## src/core/temp_alarm_pkg.sv

```systemverilog
// Register map, reset values and bus constants of the temperature alarm block
package temp_alarm_pkg;

  // ----------------------------------------------------------------
  // Serial bus addresses
  // ----------------------------------------------------------------
  localparam logic [6:0] DEVICE_ADDR = 7'h4C;
  localparam logic [6:0] ALERT_RESPONSE_ADDR = 7'h0C;

  // ----------------------------------------------------------------
  // Read locations
  // ----------------------------------------------------------------
  localparam logic [7:0] RD_LOCAL_TEMP = 8'h00;
  localparam logic [7:0] RD_REMOTE_TEMP = 8'h01;
  localparam logic [7:0] RD_STATUS = 8'h02;
  localparam logic [7:0] RD_CONFIG = 8'h03;
  localparam logic [7:0] RD_LOCAL_HIGH = 8'h05;
  localparam logic [7:0] RD_LOCAL_LOW = 8'h06;
  localparam logic [7:0] RD_REMOTE_HIGH = 8'h07;
  localparam logic [7:0] RD_REMOTE_LOW = 8'h08;
  localparam logic [7:0] RD_IDENT = 8'hFE;

  // ----------------------------------------------------------------
  // Write locations
  // ----------------------------------------------------------------
  localparam logic [7:0] WR_CONFIG = 8'h09;
  localparam logic [7:0] WR_LOCAL_HIGH = 8'h0B;
  localparam logic [7:0] WR_LOCAL_LOW = 8'h0C;
  localparam logic [7:0] WR_REMOTE_HIGH = 8'h0D;
  localparam logic [7:0] WR_REMOTE_LOW = 8'h0E;
  localparam logic [7:0] WR_SINGLE_CONV = 8'h0F;

  // ----------------------------------------------------------------
  // Shared read and write locations
  // ----------------------------------------------------------------
  localparam logic [7:0] RW_REMOTE_CRIT = 8'h19;
  localparam logic [7:0] RW_LOCAL_CRIT = 8'h20;
  localparam logic [7:0] RW_CRIT_HYST = 8'h21;

  // ----------------------------------------------------------------
  // Reset values
  // ----------------------------------------------------------------
  localparam logic [7:0] CONFIG_RESET = 8'h00;
  localparam logic [7:0] HIGH_LIMIT_RESET = 8'h55;
  localparam logic [7:0] LOW_LIMIT_RESET = 8'h00;
  localparam logic [7:0] CRIT_LIMIT_RESET = 8'h55;
  localparam logic [7:0] CRIT_HYST_RESET = 8'h0A;
  localparam logic [7:0] TEMP_RESET = 8'h00;
  localparam logic [7:0] UNMAPPED_READ = 8'h00;

  // ----------------------------------------------------------------
  // Field positions
  // ----------------------------------------------------------------
  localparam int CFG_ALERT_MASK = 7;
  localparam int CFG_STANDBY = 6;
  localparam int ST_BUSY = 7;
  localparam int ST_LOCAL_HIGH = 6;
  localparam int ST_LOCAL_LOW = 5;
  localparam int ST_REMOTE_HIGH = 4;
  localparam int ST_REMOTE_LOW = 3;
  localparam int ST_REMOTE_OPEN = 2;

  // ----------------------------------------------------------------
  // Byte framing
  // ----------------------------------------------------------------
  localparam logic [3:0] BITS_PER_BYTE = 4'h8;

endpackage

```

## src/core/temp_alarm_alert_logic.sv

```systemverilog
// Alarm, alert response, standby and fault logic of a two-channel temperature monitor
`timescale 1ns/1ns
// How it works
// - First write byte loads pointer, second writes
// - Bare read returns pointer-selected register
// - Writes only at write locations, reads read locations
// - Alert on out-of-limit or open diode
// - Alert pin only pulls low
// - Answer alert address with own address, a one below it
// - Lose arbitration when sent one reads zero
// - Release alert after answer if cause cleared
// - Config bit 6 standby aborts running conversion
// - Serial bus keeps working in standby
// - Single conversion location triggers one conversion in standby
// - Limits writable in standby, alert still raised
// - Alert maskable, critical output never masked
// - Alert when temperature at or below low
// - Alert when temperature above high limit
// - Critical output low above own critical limit
// - One hysteresis value, default ten, both channels
// - Open comparator sampled at conversion start
// - Shorted diode reads minus 128, flags low
// - Fixed device address 4C
module temp_alarm_alert_logic #(
  parameter logic [7:0] IDENT_CODE = 8'h5A  // Arbitrary identification value
) (
  // Clock and reset
  input wire logic sys_clk,
  input wire logic resetn,
  // Serial bus pins
  input wire logic serial_clock_line,
  input wire logic serial_data_line_in,
  output logic serial_data_line_out,
  output logic serial_data_line_oe,
  // Open-drain alarm pins
  output logic alert_n_out,
  output logic alert_n_oe,
  output logic critical_temp_n_out,
  output logic critical_temp_n_oe,
  // Converter
  output logic conv_start,
  output logic conv_abort,
  input wire logic conv_done,
  input wire logic [7:0] local_result,
  input wire logic [7:0] remote_result,
  input wire logic diode_open
);

  typedef enum logic [2:0] {IDLE, ADDR, ADDR_ACK, WRITE, WRITE_ACK, READ, READ_ACK} smb_state_type;

  logic [1:0] rst_pipe;
  logic rst_n;
  logic scl, sda, scl_rise, scl_fall, bus_start, bus_stop;
  smb_state_type state;
  logic [7:0] shift;
  logic [7:0] tx;
  logic [3:0] bit_cnt;
  logic first_byte;
  logic is_read;
  logic is_ara;
  logic acked;
  logic sda_low;
  logic reg_wr;
  logic [7:0] wr_data;
  logic ara_done;
  logic [7:0] pointer;
  logic [7:0] config_reg, local_high, local_low, remote_high, remote_low;
  logic [7:0] local_crit, remote_crit, crit_hyst, local_temp, remote_temp;
  logic remote_open;
  logic busy, single_pend;
  logic open_meta, open_sync;
  logic alert_latched;
  logic critical_temp_n_local, critical_temp_n_remote;
  logic [7:0] rd_byte;

  // ----------------------------------------------------------------
  // Reset release
  // ----------------------------------------------------------------
  always_ff @(posedge sys_clk or negedge resetn) begin
    if (!resetn) begin
      rst_pipe <= 2'b00;
    end else begin
      rst_pipe <= {rst_pipe[0], 1'b1};
    end
  end
  assign rst_n = rst_pipe[1];

  smbus_line_sampler u_sampler (
    .sys_clk(sys_clk),
    .rst_n(rst_n),
    .scl_pin(serial_clock_line),
    .sda_pin(serial_data_line_in),
    .scl(scl),
    .sda(sda),
    .scl_rise(scl_rise),
    .scl_fall(scl_fall),
    .bus_start(bus_start),
    .bus_stop(bus_stop)
  );

  // ----------------------------------------------------------------
  // Signed compares
  // ----------------------------------------------------------------
  function automatic logic at_or_below(input logic [7:0] t, input logic [7:0] lim);
    at_or_below = $signed(t) <= $signed(lim);
  endfunction

  function automatic logic above(input logic [7:0] t, input logic [7:0] lim);
    above = $signed(t) > $signed(lim);
  endfunction

  // Ten bits so a limit minus a full hysteresis cannot wrap
  function automatic logic below_release(input logic [7:0] t, input logic [7:0] lim, input logic [7:0] h);
    below_release = $signed({{2{t[7]}}, t}) < ($signed({{2{lim[7]}}, lim}) - $signed({2'b00, h}));
  endfunction

  // ----------------------------------------------------------------
  // Limit evaluation
  // ----------------------------------------------------------------
  // Live compare, stored values
  wire loc_high_hit = above(local_temp, local_high);
  wire rem_high_hit = above(remote_temp, remote_high);
  // Minus 128 always at or below
  wire loc_low_hit = at_or_below(local_temp, local_low);
  wire rem_low_hit = at_or_below(remote_temp, remote_low);
  wire alert_cond = loc_high_hit || rem_high_hit || loc_low_hit || rem_low_hit || remote_open;
  wire alert_masked = config_reg[temp_alarm_pkg::CFG_ALERT_MASK];
  wire standby = config_reg[temp_alarm_pkg::CFG_STANDBY];
  wire loc_over_crit = above(local_temp, local_crit);
  wire rem_over_crit = above(remote_temp, remote_crit);

  // ----------------------------------------------------------------
  // Serial slave decode
  // ----------------------------------------------------------------
  wire byte_done = (bit_cnt == temp_alarm_pkg::BITS_PER_BYTE);
  wire addr_dev = (shift[7:1] == temp_alarm_pkg::DEVICE_ADDR);
  wire addr_ara = (shift[7:1] == temp_alarm_pkg::ALERT_RESPONSE_ADDR) && shift[0] && alert_latched;
  wire arb_lost = is_ara && tx[7] && !sda;

  always_ff @(posedge sys_clk or negedge rst_n) begin
    if (!rst_n) begin
      state <= IDLE;
      shift <= 8'h00;
      tx <= 8'h00;
      bit_cnt <= 4'h0;
      first_byte <= 1'b0;
      is_read <= 1'b0;
      is_ara <= 1'b0;
      acked <= 1'b0;
      sda_low <= 1'b0;
      reg_wr <= 1'b0;
      wr_data <= 8'h00;
      ara_done <= 1'b0;
      pointer <= 8'h00;
    end else begin
      reg_wr <= 1'b0;
      ara_done <= 1'b0;
      if (bus_start) begin
        state <= ADDR;
        bit_cnt <= 4'h0;
        sda_low <= 1'b0;
      end else if (bus_stop) begin
        state <= IDLE;
        sda_low <= 1'b0;
      end else begin
        unique case (state)
          IDLE: begin
            sda_low <= 1'b0;
          end
          ADDR: begin
            if (scl_rise) begin
              shift <= {shift[6:0], sda};
              bit_cnt <= bit_cnt + 4'h1;
            end else if (scl_fall && byte_done) begin
              // Acknowledge alert address only while asserting
              if (addr_dev || addr_ara) begin
                state <= ADDR_ACK;
                sda_low <= 1'b1;
                is_read <= shift[0];
                is_ara <= !addr_dev;
              end else begin
                state <= IDLE;
              end
            end
          end
          ADDR_ACK: begin
            if (scl_fall) begin
              bit_cnt <= 4'h0;
              first_byte <= 1'b1;
              if (is_read) begin
                // Own address with a one below
                // Data from pointer as it stands
                tx <= is_ara ? {temp_alarm_pkg::DEVICE_ADDR, 1'b1} : rd_byte;
                sda_low <= is_ara ? !temp_alarm_pkg::DEVICE_ADDR[6] : !rd_byte[7];
                state <= READ;
              end else begin
                sda_low <= 1'b0;
                state <= WRITE;
              end
            end
          end
          WRITE: begin
            if (scl_rise) begin
              shift <= {shift[6:0], sda};
              bit_cnt <= bit_cnt + 4'h1;
            end else if (scl_fall && byte_done) begin
              sda_low <= 1'b1;
              state <= WRITE_ACK;
              first_byte <= 1'b0;
              if (first_byte) begin
                pointer <= shift;
              end else begin
                reg_wr <= 1'b1;
                wr_data <= shift;
              end
            end
          end
          WRITE_ACK: begin
            if (scl_fall) begin
              sda_low <= 1'b0;
              bit_cnt <= 4'h0;
              state <= WRITE;
            end
          end
          READ: begin
            if (scl_rise) begin
              if (arb_lost) begin
                state <= IDLE;
                sda_low <= 1'b0;
              end else begin
                tx <= {tx[6:0], 1'b0};
                bit_cnt <= bit_cnt + 4'h1;
              end
            end else if (scl_fall) begin
              if (byte_done) begin
                sda_low <= 1'b0;
                state <= READ_ACK;
                ara_done <= is_ara;
              end else begin
                sda_low <= !tx[7];
              end
            end
          end
          READ_ACK: begin
            if (scl_rise) begin
              acked <= !sda;
            end else if (scl_fall) begin
              bit_cnt <= 4'h0;
              if (acked && !is_ara) begin
                tx <= rd_byte;
                sda_low <= !rd_byte[7];
                state <= READ;
              end else begin
                state <= IDLE;
              end
            end
          end
        endcase
      end
    end
  end

  // Data pin only ever pulled low
  assign serial_data_line_out = 1'b0;
  assign serial_data_line_oe = sda_low;

  // ----------------------------------------------------------------
  // Register file
  // ----------------------------------------------------------------
  // Write locations decoded apart
  wire wr_cfg = reg_wr && (pointer == temp_alarm_pkg::WR_CONFIG);
  wire wr_lhi = reg_wr && (pointer == temp_alarm_pkg::WR_LOCAL_HIGH);
  wire wr_llo = reg_wr && (pointer == temp_alarm_pkg::WR_LOCAL_LOW);
  wire wr_rhi = reg_wr && (pointer == temp_alarm_pkg::WR_REMOTE_HIGH);
  wire wr_rlo = reg_wr && (pointer == temp_alarm_pkg::WR_REMOTE_LOW);
  wire wr_rcr = reg_wr && (pointer == temp_alarm_pkg::RW_REMOTE_CRIT);
  wire wr_lcr = reg_wr && (pointer == temp_alarm_pkg::RW_LOCAL_CRIT);
  wire wr_hys = reg_wr && (pointer == temp_alarm_pkg::RW_CRIT_HYST);
  wire wr_single = reg_wr && (pointer == temp_alarm_pkg::WR_SINGLE_CONV);

  // Limit writes accepted in any mode
  always_ff @(posedge sys_clk or negedge rst_n) begin
    if (!rst_n) begin
      config_reg <= temp_alarm_pkg::CONFIG_RESET;
      local_high <= temp_alarm_pkg::HIGH_LIMIT_RESET;
      local_low <= temp_alarm_pkg::LOW_LIMIT_RESET;
      remote_high <= temp_alarm_pkg::HIGH_LIMIT_RESET;
      remote_low <= temp_alarm_pkg::LOW_LIMIT_RESET;
      local_crit <= temp_alarm_pkg::CRIT_LIMIT_RESET;
      remote_crit <= temp_alarm_pkg::CRIT_LIMIT_RESET;
      crit_hyst <= temp_alarm_pkg::CRIT_HYST_RESET;
    end else begin
      if (wr_cfg) config_reg <= wr_data;
      if (wr_lhi) local_high <= wr_data;
      if (wr_llo) local_low <= wr_data;
      if (wr_rhi) remote_high <= wr_data;
      if (wr_rlo) remote_low <= wr_data;
      if (wr_lcr) local_crit <= wr_data;
      if (wr_rcr) remote_crit <= wr_data;
      if (wr_hys) crit_hyst <= wr_data;
    end
  end

  wire [7:0] status_byte = {busy, loc_high_hit, loc_low_hit, rem_high_hit, rem_low_hit, remote_open, 2'b00};

  always_comb begin
    unique case (pointer)
      temp_alarm_pkg::RD_LOCAL_TEMP: rd_byte = local_temp;
      temp_alarm_pkg::RD_REMOTE_TEMP: rd_byte = remote_temp;
      temp_alarm_pkg::RD_STATUS: rd_byte = status_byte;
      temp_alarm_pkg::RD_CONFIG: rd_byte = config_reg;
      temp_alarm_pkg::RD_LOCAL_HIGH: rd_byte = local_high;
      temp_alarm_pkg::RD_LOCAL_LOW: rd_byte = local_low;
      temp_alarm_pkg::RD_REMOTE_HIGH: rd_byte = remote_high;
      temp_alarm_pkg::RD_REMOTE_LOW: rd_byte = remote_low;
      temp_alarm_pkg::RW_REMOTE_CRIT: rd_byte = remote_crit;
      temp_alarm_pkg::RW_LOCAL_CRIT: rd_byte = local_crit;
      temp_alarm_pkg::RW_CRIT_HYST: rd_byte = crit_hyst;
      temp_alarm_pkg::RD_IDENT: rd_byte = IDENT_CODE;
      default: rd_byte = temp_alarm_pkg::UNMAPPED_READ;
    endcase
  end

  // ----------------------------------------------------------------
  // Conversion sequencing
  // ----------------------------------------------------------------
  wire start_now = !busy && (!standby || single_pend);
  wire abort_now = busy && standby && !single_pend;

  always_ff @(posedge sys_clk or negedge rst_n) begin
    if (!rst_n) begin
      open_meta <= 1'b0;
      open_sync <= 1'b0;
      busy <= 1'b0;
      single_pend <= 1'b0;
      conv_start <= 1'b0;
      conv_abort <= 1'b0;
      remote_open <= 1'b0;
      local_temp <= temp_alarm_pkg::TEMP_RESET;
      remote_temp <= temp_alarm_pkg::TEMP_RESET;
    end else begin
      open_meta <= diode_open;
      open_sync <= open_meta;
      conv_start <= start_now;
      conv_abort <= abort_now;
      if (start_now) begin
        busy <= 1'b1;
        remote_open <= open_sync;
      end else if (abort_now) begin
        busy <= 1'b0;
      end else if (busy && conv_done) begin
        busy <= 1'b0;
        local_temp <= local_result;
        remote_temp <= remote_result;
      end
      // One conversion, then back to standby
      if (wr_single && standby) begin
        single_pend <= 1'b1;
      end else if (busy && conv_done) begin
        single_pend <= 1'b0;
      end
    end
  end

  // ----------------------------------------------------------------
  // Alarm outputs
  // ----------------------------------------------------------------
  always_ff @(posedge sys_clk or negedge rst_n) begin
    if (!rst_n) begin
      alert_latched <= 1'b0;
      critical_temp_n_local <= 1'b0;
      critical_temp_n_remote <= 1'b0;
    end else begin
      // Cleared by answer only once cause gone
      alert_latched <= (alert_cond && !alert_masked) || (alert_latched && !(ara_done && !alert_cond));
      critical_temp_n_local <= loc_over_crit || (critical_temp_n_local && !below_release(local_temp, local_crit, crit_hyst));
      critical_temp_n_remote <= rem_over_crit || (critical_temp_n_remote && !below_release(remote_temp, remote_crit, crit_hyst));
    end
  end

  assign alert_n_out = 1'b0;
  assign alert_n_oe = alert_latched;
  assign critical_temp_n_out = 1'b0;
  assign critical_temp_n_oe = critical_temp_n_local || critical_temp_n_remote;

  // ----------------------------------------------------------------
  // Checks
  // ----------------------------------------------------------------
  alert_set_a: assert property (@(posedge sys_clk) disable iff (!rst_n)
    (alert_cond && !alert_masked) |=> alert_n_oe) else $error("alert not raised on cause");
  alert_hold_a: assert property (@(posedge sys_clk) disable iff (!rst_n)
    (alert_n_oe && alert_cond) |=> alert_n_oe) else $error("alert released while cause stands");
  alert_release_a: assert property (@(posedge sys_clk) disable iff (!rst_n)
    (alert_n_oe && ara_done && !alert_cond && !(alert_cond && !alert_masked)) |=> !alert_n_oe)
    else $error("alert kept after answer");
  pin_polarity_a: assert property (@(posedge sys_clk) disable iff (!rst_n)
    !alert_n_out && !critical_temp_n_out && !serial_data_line_out) else $error("open drain drove high");
  crit_unmasked_a: assert property (@(posedge sys_clk) disable iff (!rst_n)
    (loc_over_crit || rem_over_crit) |=> critical_temp_n_oe) else $error("critical not driven");
  crit_rise_a: assert property (@(posedge sys_clk) disable iff (!rst_n)
    $rose(critical_temp_n_oe) |-> $past(loc_over_crit || rem_over_crit)) else $error("critical rose without cause");
  low_inclusive_a: assert property (@(posedge sys_clk) disable iff (!rst_n)
    (local_temp == local_low) |-> loc_low_hit) else $error("equal low limit not flagged");
  standby_abort_a: assert property (@(posedge sys_clk) disable iff (!rst_n)
    abort_now |=> !busy ##0 conv_abort) else $error("standby did not abort");
  no_store_idle_a: assert property (@(posedge sys_clk) disable iff (!rst_n)
    (conv_done && !busy) |=> $stable(local_temp) && $stable(remote_temp)) else $error("stale result stored");
  pointer_load_a: assert property (@(posedge sys_clk) disable iff (!rst_n)
    (state == WRITE && scl_fall && byte_done && first_byte && !bus_start && !bus_stop) |=> pointer == $past(shift))
    else $error("pointer not loaded");
  ara_gate_a: assert property (@(posedge sys_clk) disable iff (!rst_n)
    (state == ADDR_ACK && is_ara) |-> alert_latched) else $error("alert address acked without alert");

endmodule

```

## src/core/smbus_line_sampler.sv

```systemverilog
// Synchroniser and start, stop and edge finder for the serial bus pins
`timescale 1ns/1ns
module smbus_line_sampler (
  // Clock and reset
  input wire logic sys_clk,
  input wire logic rst_n,
  // Raw pins
  input wire logic scl_pin,
  input wire logic sda_pin,
  // Sampled view
  output logic scl,
  output logic sda,
  output logic scl_rise,
  output logic scl_fall,
  output logic bus_start,
  output logic bus_stop
);

  logic scl_meta;
  logic sda_meta;
  logic scl_sync;
  logic sda_sync;
  logic scl_prev;
  logic sda_prev;

  // ----------------------------------------------------------------
  // Two stages, then one more for edges
  // ----------------------------------------------------------------
  always_ff @(posedge sys_clk or negedge rst_n) begin
    if (!rst_n) begin
      scl_meta <= 1'b1;
      sda_meta <= 1'b1;
      scl_sync <= 1'b1;
      sda_sync <= 1'b1;
      scl_prev <= 1'b1;
      sda_prev <= 1'b1;
    end else begin
      scl_meta <= scl_pin;
      sda_meta <= sda_pin;
      scl_sync <= scl_meta;
      sda_sync <= sda_meta;
      scl_prev <= scl_sync;
      sda_prev <= sda_sync;
    end
  end

  assign scl = scl_sync;
  assign sda = sda_sync;
  assign scl_rise = scl_sync && !scl_prev;
  assign scl_fall = !scl_sync && scl_prev;
  // Data moving while the clock is high frames a transfer
  assign bus_start = scl_sync && scl_prev && sda_prev && !sda_sync;
  assign bus_stop = scl_sync && scl_prev && !sda_prev && sda_sync;

endmodule

```

## config.mk

```make
export PLATFORM = sky130hd
export DESIGN_NAME = temp_alarm_alert_logic
export DESIGN_NICKNAME = d
export VERILOG_FILES = /design/src/core/temp_alarm_pkg.sv /design/src/core/temp_alarm_alert_logic.sv /design/src/core/smbus_line_sampler.sv
export SDC_FILE = /design/constraint.sdc
export NUM_CORES = 1
export LEC_CHECK = 0
export BUFFER_PORTS_ARGS = -buffer_cell sky130_fd_sc_hd__buf_2
export CAP_MARGIN = 10
export CORE_ASPECT_RATIO = 0.9
export CORE_MARGIN = 1.5
export CORE_UTILIZATION = 55
export CTS_CLUSTER_SIZE = 25
export DETAILED_ROUTE_END_ITERATION = 6
export HOLD_SLACK_MARGIN = 0.1
export PLACE_DENSITY = 0.72
export SLEW_MARGIN = 25
export SYNTH_ARGS = -nofsm -noshare
export SYNTH_HDL_FRONTEND = slang
export SYNTH_HIERARCHICAL = 1
export SYNTH_SLANG_ARGS = --single-unit
```

## constraint.sdc

```tcl
create_clock -name sys_clk -period 12.2 [get_ports sys_clk]
set_input_delay 3.05 -clock sys_clk [delete_from_list [all_inputs] [get_ports sys_clk]]
set_output_delay 3.05 -clock sys_clk [all_outputs]
set_load 0.005 [all_outputs]
```

==> summary.md <==
| Metric | Value |
|---|---|
| Worst EP arrival | between 1 and 1.5 ns |
| Grt met3 use | between 6 and 7% |
| Clock power frac | a little over two fifths |
| Number of synthesized register bits | 144 |
| Reg2reg start | u_sampler/scl$_DFF_PN1_ |
| Startpoint types | flip-flop |
| DP HPWL | approximately 18 mm |
| Reg power frac | 44.3% |
| Syn Area/Cell | ~10 µm² |
| First-pass GRT wire length | ~40 mm |
| ANT nets after route | 0 |
| Clk Latency, worst-skew pair | 0.43 ns |
| Total track usage | 29.5% |
| PwrDens | between 100 and 150 mW/mm² |
| Endpoints failing setup | 0 |
| Post-synth EDFFs | 0 |
| Initial antenna violation count | 0 |
| Commonest cells in the netlist | dfrtp_1 (120), ha_1 (86), o21ai_0 (81) |
| Clock skew | 0.00782 ns |
| Total gr overflow | 0 |
| Hold_buf cts | 0 |
| Die Height | 126 µm |
| Root Driver | clkbuf_16 |
| GRT Max-Usage Layer | met1 |
| Fin. max-slew vios | 0 |
| Via count | about 7000 |
| Worst path required time | slightly above 9 ns |
| MaxCap Viol Count | 0 |
| CTS buffer count | 17 |
| Initial Utilization | between 50% and 60% |
| Register area share after synthesis | about two fifths |
| Met2 Use GR | around two fifths |
| CTS sink count | around 140 |
| Synth area leaders | dfrtp_1 (33%), ha_1 (12%), mux2_2 (9.2%) |
| Crit. End Element | output pin |
| Fraction of layout cells with a size suffix above 1 | between 20% and 30% |
| Ys Warns | 6 |
| Count leader, synth | dfrtp_1 |
| Rows | 44 |
| Comb pwr share | a little under an eighth |
| Mapped Area | slightly above 0.009 mm² |
| Vias in the first global route | 6817 |
| Area delta synth->final | 8.46% |
| Met1 usage | 44.5% |
| Post-Synthesis Cells | between 900 and 1000 |
| Rel. slew slack | between 30 and 40% |
| Hold path startpoint | open_meta$_DFF_PN0_ |
| Clk slew on worst S/H paths | ~0.07 ns |
| Pin count of the biggest net entering global routing | 73 |
| DR pass1 iterations | 7 |
| RSZ-0062 raised after global routing | false |
| H-tree levels | 4 |
| Failing checks | DRC |
| DIE WIDTH | between 100 and 150 µm |
| Worst hold slack | 0.349 ns |
| Via density | 6.23 |
| Post-layout minimum cycle time | around 4.3 ns |
| Crit path launch | critical_temp_n_remote$_DFF_PN0_ |
| CP Class | reg -> out |
| Post-CTS Setup Repair Bufs | 0 |
| First DRT Iteration DRCs | 732 |
| Nets | roughly 1000 |
| Largest area contributor in the netlist | dfrtp_1 |
| Core ar. | 0.0162 mm² |
| Post-synth ARST share | 100% |
| Fin crit share | about a third |
| Pleak | between 4 and 5 nW |
| Peak supply drop | between 80 and 90 µV |
| Die area | 0.0175 mm² |
| CP max FO | 3 |
| Post-Route Setup TNS | 0 ns |
| Synth Flop Type | dfrtp_1 |
| Final WS setup | between 7 and 8 ns |
| Pre-CTS setup slack | 8.09 ns |
| Status | complete, but fails checks |
| Max Clock Freq | between 0.2 and 0.25 GHz |
| Slew @ Worst Pin | slightly above 1 ns |
| Sw frac | between 20 and 30% |
| Gp weighted congestion | a little under 1 |
| Drt wl/cell | approximately 21 µm |
| Bufs on Longest Clock Path | 2 |
| Number of diodes | 0 |
| Min-delay worst type | reg -> reg |
| Pint | between 800 and 900 µW |
| Net switching power | roughly 330 µW |
| DRC | 2 |
| Post-CTS sizing | 0 |
| Final Hold Viols | 0 |
| Num ports | 30 |
| Final WL | between 20 and 25 mm |
| Post-synth top area share | 32.6% |
| CTS tree | built |
| Yosys cell types | 79 |
| # port buffers | 26 |
## routing by layer
metal  part of all wire, %  vias to the layer above  wire length [µm]
li1                      -                     3384                 -
met3                   8.6                       37              2080
met5                     0                        -                 0
met4                   2.0                        0               481
met2                    42                      296             10200
met1                    47                     3482             11500
## cell type report
type,instances,area [µm²]
flip-flops and latches,144,3640
inverters,79,297
repair buffers,30,160
multi-input cells,663,5050
well taps,207,259
clock buffers,20,447
fillers,1343,6240
clock inverters,12,149
## metrics by stage
| stage | cell area (µm²) | power, mW | utilization, % | instances |
|---|---|---|---|---|
| floorplan | 9230 | 0.634 | - | 923 |
| global placement | 9400 | 0.681 | 57.9 | 1123 |
| detailed placement | 9400 | 0.686 | 57.9 | 1123 |
| CTS | 10000 | 1.22 | 61.6 | 1155 |
| global route | 10000 | 1.26 | 61.6 | 1155 |
| finish | 10000 | 1.21 | 61.6 | 1155 |
## power by group through the flow
stage	logic (mW)	registers [mW]	clock network, mW
finish	0.143	0.536	0.530
global route	0.166	0.540	0.559
CTS	0.143	0.536	0.539
detailed placement	0.142	0.544	0
global placement	0.137	0.544	0
floorplan	0.106	0.528	0
## path summary, 6_finish.rpt
path                                         end  slack, ns  depth (start not counted)
setup / recovery              critical_temp_n_oe       7.89                          2
hold / removal               open_sync$_DFF_PN0_       0.35                          0
setup reg to reg               tx[3]$_DFFE_PN0P_       9.16                          7
hold reg to reg              open_sync$_DFF_PN0_       0.35                          0
max in group asynchronous  rst_pipe[1]$_DFF_PN0_       9.70                          1
min in group asynchronous   shift[1]$_DFFE_PN0P_       0.46                          0
## cells by family after synthesis
logic type | synth area share, %
simple gates | 14.5
compound gates | 15.7
flops | 39.4
buf+inv | 5.89
mux | 11.2
fa+ha+maj | 12.1
xor+xnor | 1.14
other cells | 0.0815
## critical path, cell delays in order, from the launching register on
cell	delay [ns]
dfrtp_1	0.41
or2_2	0.29
buf_2	0.13
## cell usage in the layout (no fill, tap or decap), types with 19 or more instances in the layout
cell type,count
a21oi_1,38
buf_2,26
dfrtp_1,119
dfstp_2,24
ha_1,86
inv_1,77
mux2_2,75
nand2_1,67
nand3_1,31
nor2_1,41
nor2b_1,19
nor3_1,23
o21ai_0,81
(Power assumes the default switching activity.)
